File: src/sanitize_pkg.sv
// Purpose: Shared constants, types and the acceptance check of the sanitize command handler.
// Assumes: Command words 10 and 11 arrive already fetched from the admin queue.
// Notes:   The check module is purely combinational; the top registers its results.
package sanitize_pkg;
   // Command word 10 field layout
   localparam int ACT_LSB       = 0;
   localparam int ACT_W         = 3;
   localparam int UNRES_BIT     = 3;
   localparam int OWPASS_LSB    = 4;
   localparam int OWPASS_W      = 4;
   localparam int OIPBP_BIT     = 8;
   localparam int NODEALLOC_BIT = 9;
   // Action codes
   localparam logic [2:0] ACT_EXIT_FAILURE = 3'h1;
   localparam logic [2:0] ACT_BLOCK_ERASE  = 3'h2;
   localparam logic [2:0] ACT_OVERWRITE    = 3'h3;
   localparam logic [2:0] ACT_CRYPTO_ERASE = 3'h4;
   // Bits of the supported-type mask
   localparam int SUP_BLOCK     = 0;
   localparam int SUP_CRYPTO    = 1;
   localparam int SUP_OVERWRITE = 2;
   localparam int SUP_W         = 3;
   localparam logic [2:0] SUP_ALL = 3'h7;

   typedef enum logic [1:0] {SAN_IDLE, SAN_BUSY, SAN_FAILED} san_state_type;

   typedef enum logic [3:0] {
      ST_SUCCESS, ST_INVALID_FIELD, ST_IN_PROGRESS, ST_FAILED, ST_PMR_PROHIBITED,
      ST_CMB_UNSUPPORTED, ST_FW_CTRL_RESET, ST_FW_CONV_RESET, ST_FW_SUBSYS_RESET
   } status_kind_type;

   typedef enum logic [1:0] {
      FWC_OTHER, FWC_CTRL_RESET, FWC_CONV_RESET, FWC_SUBSYS_RESET
   } fw_commit_type;

   typedef struct packed {
      logic        valid;
      logic        is_sanitize;
      logic        allowed;
      logic [31:0] cdw10;
      logic [31:0] cdw11;
   } cmd_type;

   typedef struct packed {
      logic            valid;
      logic            forward;
      status_kind_type status;
   } cpl_type;

   typedef struct packed {
      logic [2:0]  action;
      logic        unrestricted;
      logic        no_dealloc;
      logic        invert;
      logic [3:0]  passes;
      logic [31:0] pattern;
   } launch_type;

   typedef struct packed {
      logic [2:0] types;
      logic       nodealloc_modifies;
      logic       nodealloc_inhibited;
   } caps_type;
endpackage

`timescale 1ns/1ps

module sanitize_check (
   // Command under test
   input  wire sanitize_pkg::cmd_type         cmd,
   // Present state
   input  wire sanitize_pkg::san_state_type   state,
   input  wire logic                          last_unrestricted,
   input  wire logic [2:0]                    supported,
   // Conflicts
   input  wire logic                          pmr_enabled,
   input  wire logic                          cmb_block,
   input  wire logic                          fw_pending,
   input  wire sanitize_pkg::fw_commit_type   fw_status,
   // Verdict
   output sanitize_pkg::status_kind_type      status,
   output logic                               forward,
   output logic                               launch,
   output logic                               leave_failure
);
   logic [2:0] act;
   logic       unres;
   logic       type_ok;

   assign act   = cmd.cdw10[sanitize_pkg::ACT_LSB +: sanitize_pkg::ACT_W];
   assign unres = cmd.cdw10[sanitize_pkg::UNRES_BIT];

   always_comb begin
      case (act)
         sanitize_pkg::ACT_EXIT_FAILURE: type_ok = 1'b1;
         sanitize_pkg::ACT_BLOCK_ERASE:  type_ok = supported[sanitize_pkg::SUP_BLOCK];
         sanitize_pkg::ACT_OVERWRITE:    type_ok = supported[sanitize_pkg::SUP_OVERWRITE];
         sanitize_pkg::ACT_CRYPTO_ERASE: type_ok = supported[sanitize_pkg::SUP_CRYPTO];
         default:                        type_ok = 1'b0;
      endcase
   end

   always_comb begin
      status        = sanitize_pkg::ST_SUCCESS;
      forward       = 1'b0;
      launch        = 1'b0;
      leave_failure = 1'b0;
      if (!cmd.is_sanitize) begin
         if (cmd.allowed) begin
            forward = 1'b1;
         end else if (state == sanitize_pkg::SAN_BUSY) begin
            status = sanitize_pkg::ST_IN_PROGRESS;
         end else if (state == sanitize_pkg::SAN_FAILED) begin
            status = sanitize_pkg::ST_FAILED;
         end else begin
            forward = 1'b1;
         end
      end else if (pmr_enabled) begin
         status = sanitize_pkg::ST_PMR_PROHIBITED;
      end else if (cmb_block) begin
         status = sanitize_pkg::ST_CMB_UNSUPPORTED;
      end else if (fw_pending) begin
         // Reuse the reset kind that the firmware commit asked for; FWC_OTHER falls back to controller reset
         if (fw_status == sanitize_pkg::FWC_CONV_RESET) begin
            status = sanitize_pkg::ST_FW_CONV_RESET;
         end else if (fw_status == sanitize_pkg::FWC_SUBSYS_RESET) begin
            status = sanitize_pkg::ST_FW_SUBSYS_RESET;
         end else begin
            status = sanitize_pkg::ST_FW_CTRL_RESET;
         end
      end else if (state == sanitize_pkg::SAN_BUSY) begin
         status = sanitize_pkg::ST_IN_PROGRESS;
      end else if (!type_ok) begin
         status = sanitize_pkg::ST_INVALID_FIELD;
      end else if (act == sanitize_pkg::ACT_EXIT_FAILURE) begin
         if (state == sanitize_pkg::SAN_FAILED && !last_unrestricted) begin
            status = sanitize_pkg::ST_FAILED;
         end else begin
            leave_failure = (state == sanitize_pkg::SAN_FAILED);
         end
      end else if (state == sanitize_pkg::SAN_FAILED && !last_unrestricted && unres) begin
         status = sanitize_pkg::ST_FAILED;
      end else begin
         launch = 1'b1;
      end
   end
endmodule // sanitize_check

File: src/sanitize_handler.sv
// Purpose: Accepts or aborts sanitize commands, launches the background erase and
//          tracks the subsystem sanitize state.
// Assumes: One command offered per cycle; the erase engine reports done or fail.
// Notes:   Every command is answered exactly one cycle after it is offered.
`timescale 1ns/1ps

module sanitize_handler #(
   parameter logic [2:0] SUPPORTED_TYPES     = sanitize_pkg::SUP_ALL,
   parameter logic       NODEALLOC_MODIFIES  = 1'b0,
   parameter logic       NODEALLOC_INHIBITED = 1'b0,
   parameter logic       CMB_SANITIZE_OK     = 1'b0
) (
   // Clock and reset
   input  wire logic                        clk,
   input  wire logic                        rst_b,
   // Admin command offered for checking
   input  wire sanitize_pkg::cmd_type       cmd,
   // Subsystem conditions
   input  wire logic                        pmr_enabled,
   input  wire logic                        admin_queue_in_cmb,
   input  wire logic                        fw_reset_pending,
   input  wire sanitize_pkg::fw_commit_type fw_commit_status,
   // Erase engine report
   input  wire logic                        engine_done,
   input  wire logic                        engine_fail,
   // Completion
   output sanitize_pkg::cpl_type            cpl_q,
   // Erase engine launch
   output logic                             launch_q,
   output sanitize_pkg::launch_type         launch_info_q,
   // Side effects of a launch
   output logic                             clear_events_q,
   output logic                             log_update_q,
   output logic                             abort_selftest_q,
   output logic                             release_streams_q,
   // Levels while sanitizing
   output logic                             power_suspend_q,
   output logic                             fw_activate_block_q,
   // State and capability report
   output sanitize_pkg::san_state_type      state_q,
   output logic                             unrestricted_exit_allowed_q,
   output sanitize_pkg::caps_type           caps_q
);
   sanitize_pkg::san_state_type   state_d;
   logic                          unres_d;
   sanitize_pkg::cpl_type         cpl_d;
   logic                          launch_d;
   sanitize_pkg::launch_type      info_d;
   logic                          side_d;
   sanitize_pkg::caps_type        caps_d;

   sanitize_pkg::status_kind_type chk_status;
   logic                          chk_forward;
   logic                          chk_launch;
   logic                          chk_leave;
   logic                          cmb_block;
   logic [2:0]                    erase_action_code;

   assign cmb_block         = admin_queue_in_cmb && !CMB_SANITIZE_OK;
   assign erase_action_code = cmd.cdw10[sanitize_pkg::ACT_LSB +: sanitize_pkg::ACT_W];

   // Checks run against the registered state, so they see the outcome of earlier commands
   sanitize_check check_u (
      .cmd               (cmd),
      .state             (state_q),
      .last_unrestricted (unrestricted_exit_allowed_q),
      .supported         (SUPPORTED_TYPES),
      .pmr_enabled       (pmr_enabled),
      .cmb_block         (cmb_block),
      .fw_pending        (fw_reset_pending),
      .fw_status         (fw_commit_status),
      .status            (chk_status),
      .forward           (chk_forward),
      .launch            (chk_launch),
      .leave_failure     (chk_leave)
   );

   always_comb begin
      state_d  = state_q;
      unres_d  = unrestricted_exit_allowed_q;
      cpl_d    = '0;
      launch_d = 1'b0;
      info_d   = launch_info_q;
      side_d   = 1'b0;
      caps_d.types               = SUPPORTED_TYPES;
      caps_d.nodealloc_modifies  = NODEALLOC_MODIFIES;
      caps_d.nodealloc_inhibited = NODEALLOC_INHIBITED;

      // Engine reports only matter while an operation runs
      case (state_q)
         sanitize_pkg::SAN_BUSY: begin
            if (engine_fail) begin
               state_d = sanitize_pkg::SAN_FAILED;
            end else if (engine_done) begin
               state_d = sanitize_pkg::SAN_IDLE;
            end
         end
         default: begin
         end
      endcase

      if (cmd.valid) begin
         cpl_d.valid   = 1'b1;
         cpl_d.forward = chk_forward;
         cpl_d.status  = chk_status;
         if (chk_launch) begin
            // Completion says success while the engine is only just starting
            launch_d            = 1'b1;
            side_d              = 1'b1;
            state_d             = sanitize_pkg::SAN_BUSY;
            unres_d             = cmd.cdw10[sanitize_pkg::UNRES_BIT];
            info_d.action       = erase_action_code;
            info_d.unrestricted = cmd.cdw10[sanitize_pkg::UNRES_BIT];
            info_d.no_dealloc   = cmd.cdw10[sanitize_pkg::NODEALLOC_BIT] && !NODEALLOC_INHIBITED;
            info_d.invert       = cmd.cdw10[sanitize_pkg::OIPBP_BIT];
            info_d.passes       = cmd.cdw10[sanitize_pkg::OWPASS_LSB +: sanitize_pkg::OWPASS_W];
            info_d.pattern      = cmd.cdw11;
         end else if (chk_leave) begin
            state_d = sanitize_pkg::SAN_IDLE;
         end
      end
   end

   always_ff @(posedge clk) begin
      if (!rst_b) begin
         state_q                     <= sanitize_pkg::SAN_IDLE;
         unrestricted_exit_allowed_q <= 1'b0;
         cpl_q                       <= '0;
         launch_q                    <= 1'b0;
         launch_info_q               <= '0;
         clear_events_q              <= 1'b0;
         log_update_q                <= 1'b0;
         abort_selftest_q            <= 1'b0;
         release_streams_q           <= 1'b0;
         power_suspend_q             <= 1'b0;
         fw_activate_block_q         <= 1'b0;
         caps_q                      <= '0;
      end else begin
         state_q                     <= state_d;
         unrestricted_exit_allowed_q <= unres_d;
         cpl_q                       <= cpl_d;
         launch_q                    <= launch_d;
         launch_info_q               <= info_d;
         clear_events_q              <= side_d;
         log_update_q                <= side_d;
         abort_selftest_q            <= side_d;
         release_streams_q           <= side_d;
         power_suspend_q             <= (state_d == sanitize_pkg::SAN_BUSY);
         fw_activate_block_q         <= (state_d == sanitize_pkg::SAN_BUSY);
         caps_q                      <= caps_d;
      end
   end

   logic clean_now;
   assign clean_now = !pmr_enabled && !cmb_block && !fw_reset_pending;
endmodule // sanitize_handler

File: config.mk
export PLATFORM = sky130hd
export DESIGN_NAME = sanitize_handler
export DESIGN_NICKNAME = d
export VERILOG_FILES = /design/src/sanitize_pkg.sv /design/src/sanitize_handler.sv
export SDC_FILE = /design/constraint.sdc
export NUM_CORES = 1
export LEC_CHECK = 0
export BUFFER_PORTS_ARGS = -buffer_cell sky130_fd_sc_hd__clkbuf_2
export CAP_MARGIN = 20
export CORE_MARGIN = 2
export CORE_UTILIZATION = 43
export DETAILED_ROUTE_END_ITERATION = 7
export PLACE_DENSITY = 0.91
export SYNTH_ARGS = -nofsm -noshare
export SYNTH_HDL_FRONTEND = slang
export SYNTH_SLANG_ARGS = --single-unit
File: constraint.sdc
create_clock -name clk -period 1.7 [get_ports clk]
set_input_delay 0.34 -clock clk [delete_from_list [all_inputs] [get_ports clk]]
set_output_delay 0.34 -clock clk [all_outputs]
set_load 0.02 [all_outputs]
==> results.json <==
{
  "status": "finished, final reports clean",
  "design_area_mm2": 0.00324,
  "detailroute.via_count": 2446,
  "setup-tns-final_ns": 0,
  "crit_path_end_kind": "flop",
  "tritoncts": "done",
  "floorplan.die_area_mm2": 0.00582,
  "num_clock_sinks": 53,
  "worst-endpoint-arrival_ns": 1.87,
  "synth_area_per_cell_um2": 8.39,
  "synth.yosys.warnings": 0,
  "yosys_register_bits": 53,
  "post_synth_inst_count": 268,
  "drt-vias-per-instance": 5.39,
  "first_pass_grt_wire_length_um": 10300,
  "grtUsageTotal_pct": 21.5,
  "floorplan.die.height_um": 76.3,
  "antenna_found_initial": 0,
  "p_leak_nw": 1.38,
  "num-fill-cells": 456,
  "worst_hold_path_type": "in -> reg",
  "ir_worst_vdd_uv": 520,
  "timing.final.crit_period_ns": 1.68,
  "finish.net_count": 461,
  "buffer_ports.inserted": 114,
  "detailedPlacementHpwl_um": 4490,
  "cp-start-kind": "flop",
  "drv.max_cap_violation_count": 0,
  "cts-buffers-inserted": 5,
  "maximum_number_of_pins_on_one_net_before_global_route_repair": 35,
  "slew_violations": 0,
  "drt_drc_violations_left": 0,
  "worst_skew_pair_latency_ns": 0.30,
  "first_global_vias": 2373,
  "clock_root_buffer": "sky130_fd_sc_hd__clkbuf_8",
  "synth-seq-area-share_pct": 47.2,
  "synth_edf_count": 0,
  "synth-async-reset-ratio_pct": 0,
  "mappedNetlistArea_mm2": 0.00225,
  "finalNonFillerCells": 454,
  "report.final.hold_viol_count": 0,
  "dp.cells": 440,
  "power_density_mw_per_mm2": 704,
  "floorplan.io_pins": 139,
  "post_drt_wl_per_cell_um": 14.7,
  "placement_rows": 26,
  "cts-root-to-sink-buffers": 2,
  "overflow": 0,
  "final_layout_size_suffix_gt1_share_pct": 45.1,
  "dr_iter_0_viols": 156,
  "drt_pass1_iterations": 5,
  "detailed_place.area_mm2": 0.00296,
  "worst_setup_hold_path_clk_slew_ns": 0.09,
  "area_delta_synth_final_pct": 44.1,
  "cts_hold_buffers": 0,
  "floorplan.initialDensity_pct": 44.3,
  "totalWireLength_um": 6660,
  "worst_clock_skew_ns": 0.00646,
  "core_area_mm2": 0.00507,
  "finalCoreUtilization_pct": 63.9,
  "worstPathRequired_ns": 1.89,
  "die_width_um": 76.3,
  "crit_path_max_fanout": 19,
  "finalSetupViolations": 0,
  "ant_nets": 0,
  "hold_slack_ns": 0.254,
  "timing.setup.critical_path_class": "reg -> reg",
  "antenna_cells_inserted": 0,
  "rsz_0062_raised_after_global_routing": "true",
  "min_period_over_period_pct": 98.9,
  "ys.flop_type": "sky130_fd_sc_hd__dfxtp_1",
  "cts_htree_levels": 2,
  "gp_congestion": 0.832,
  "synthDistinctLibCells": 37,
  "fmax_mhz": 595
}
==> power breakdown <==
group          internal (mW)  switching, mW
logic                  0.154          0.187
registers               1.25        0.00543
clock network          0.287          0.397
total                   1.69          0.590
==> flip-flops by register name (all words and copies together) (netlist names) <==
signal,cells
caps_q,1
fw_activate_block_q,1
launch_info_q,41
cpl_q,6
unrestricted_exit_allowed_q,1
state_q,2
release_streams_q,1
==> Yosys cell counts (2+ instances only) <==
library cell | number | area share (%)
sky130_fd_sc_hd__dfxtp_1 | 53 | 47
sky130_fd_sc_hd__nand3_1 | 44 | 9.8
sky130_fd_sc_hd__a21oi_1 | 43 | 9.6
sky130_fd_sc_hd__o21ai_1 | 39 | 8.7
sky130_fd_sc_hd__buf_4 | 19 | 6.3
sky130_fd_sc_hd__nand2_1 | 9 | 1.5
sky130_fd_sc_hd__clkbuf_1 | 8 | 1.3
sky130_fd_sc_hd__buf_2 | 6 | 1.3
sky130_fd_sc_hd__nor2_1 | 5 | 0.83
sky130_fd_sc_hd__nor3_1 | 5 | 1.1
sky130_fd_sc_hd__inv_1 | 4 | 0.67
sky130_fd_sc_hd__o21ai_0 | 4 | 0.89
sky130_fd_sc_hd__ha_1 | 2 | 1.1
sky130_fd_sc_hd__nor2b_1 | 2 | 0.56
sky130_fd_sc_hd__nor3b_1 | 2 | 0.67
sky130_fd_sc_hd__nor4_1 | 2 | 0.56
==> repair_timing <==
action | 4_1_cts | 5_1_grt
endpoints found under the setup margin | 29 | 46
gates resized for setup | 3 | 25
pin swaps | 0 | 2
cloned | 1 | 1
endpoints found under the hold margin | 0 | 0
setup buffers | 1 | 3
==> path summary, 6_finish.rpt <==
path / start / endpoint / slack (ns) / cells past startpoint
worst max-delay path: state_q[1] / launch_info_q[29] / 0.02 / 8
worst min-delay path: rst_b / caps_q[3] / 0.25 / 1
worst max register to register: state_q[1] / launch_info_q[29] / 0.02 / 8
worst min register to register: launch_info_q[33] / launch_info_q[33] / 0.48 / 2
==> layout make-up <==
class / instances / area, µm² / share of cell area (%)
flip-flops and latches: 53 / 1060 / 32.8
well taps: 70 / 87.6 / 2.70
clock buffers: 6 / 72.6 / 2.24
multi-input cells: 178 / 1070 / 33.0
inverters: 5 / 18.8 / 0.579
clock inverters: 2 / 10.0 / 0.309
repair buffers: 140 / 918 / 28.3
==> per-layer routing <==
metal  up-vias  wire (µm)  global-route usage, %
li1       1184          -                      -
met2       102       3610                   39.6
met1      1152       2590                   24.4
met3         8        389                   4.74
met5         -          0                      0
met4         0         73                   7.64
==> stage by stage <==
step	power [mW]	worst slack (ns)
2_1_floorplan	1.43	0.0590
3_3_place_gp	1.57	0.0219
3_5_place_dp	1.58	-0.0684
4_1_cts	2.26	-0.0127
5_1_grt	2.38	-0.0483
6_report	2.28	0.0195
==> logic make-up (layout without fill, tap and decap cells) <==
kind of cell,after synthesis,in the layout,synth area share [%]
flops,53,53,47.2
buf+inv,38,153,9.85
compound gates,99,99,24.4
fa+ha+maj,2,2,1.11
other cells,1,2,0.167
simple gates,75,75,17.3
==> critical path: stages (launching register included) <==
cell	delay [ns]
sky130_fd_sc_hd__dfxtp_2	0.36
sky130_fd_sc_hd__inv_1	0.07
sky130_fd_sc_hd__ha_1	0.21
sky130_fd_sc_hd__nor4_2	0.16
sky130_fd_sc_hd__buf_4	0.17
sky130_fd_sc_hd__nand3_2	0.13
sky130_fd_sc_hd__buf_6	0.20
sky130_fd_sc_hd__o21ai_1	0.18
sky130_fd_sc_hd__a21oi_2	0.07
==> cell usage in the layout, fill, tap and decap left out, types with 2 or more instances in the layout <==
| master | instances |
|---|---|
| sky130_fd_sc_hd__clkbuf_2 | 114 |
| sky130_fd_sc_hd__dfxtp_1 | 51 |
| sky130_fd_sc_hd__nand3_1 | 41 |
| sky130_fd_sc_hd__a21oi_1 | 36 |
| sky130_fd_sc_hd__o21ai_1 | 35 |
| sky130_fd_sc_hd__buf_4 | 13 |
| sky130_fd_sc_hd__nand2_1 | 8 |
| sky130_fd_sc_hd__buf_12 | 8 |
| sky130_fd_sc_hd__a21oi_2 | 7 |
| sky130_fd_sc_hd__nor2_1 | 5 |
| sky130_fd_sc_hd__nor3_1 | 5 |
| sky130_fd_sc_hd__clkbuf_8 | 5 |
| sky130_fd_sc_hd__inv_1 | 4 |
| sky130_fd_sc_hd__o21ai_2 | 4 |
| sky130_fd_sc_hd__o21ai_0 | 4 |
| sky130_fd_sc_hd__nand3_2 | 3 |
| sky130_fd_sc_hd__nor3b_1 | 2 |
| sky130_fd_sc_hd__conb_1 | 2 |
| sky130_fd_sc_hd__clkinv_2 | 2 |
| sky130_fd_sc_hd__buf_6 | 2 |
| sky130_fd_sc_hd__dfxtp_2 | 2 |
Note: power is estimated with default switching activity, not from simulation.
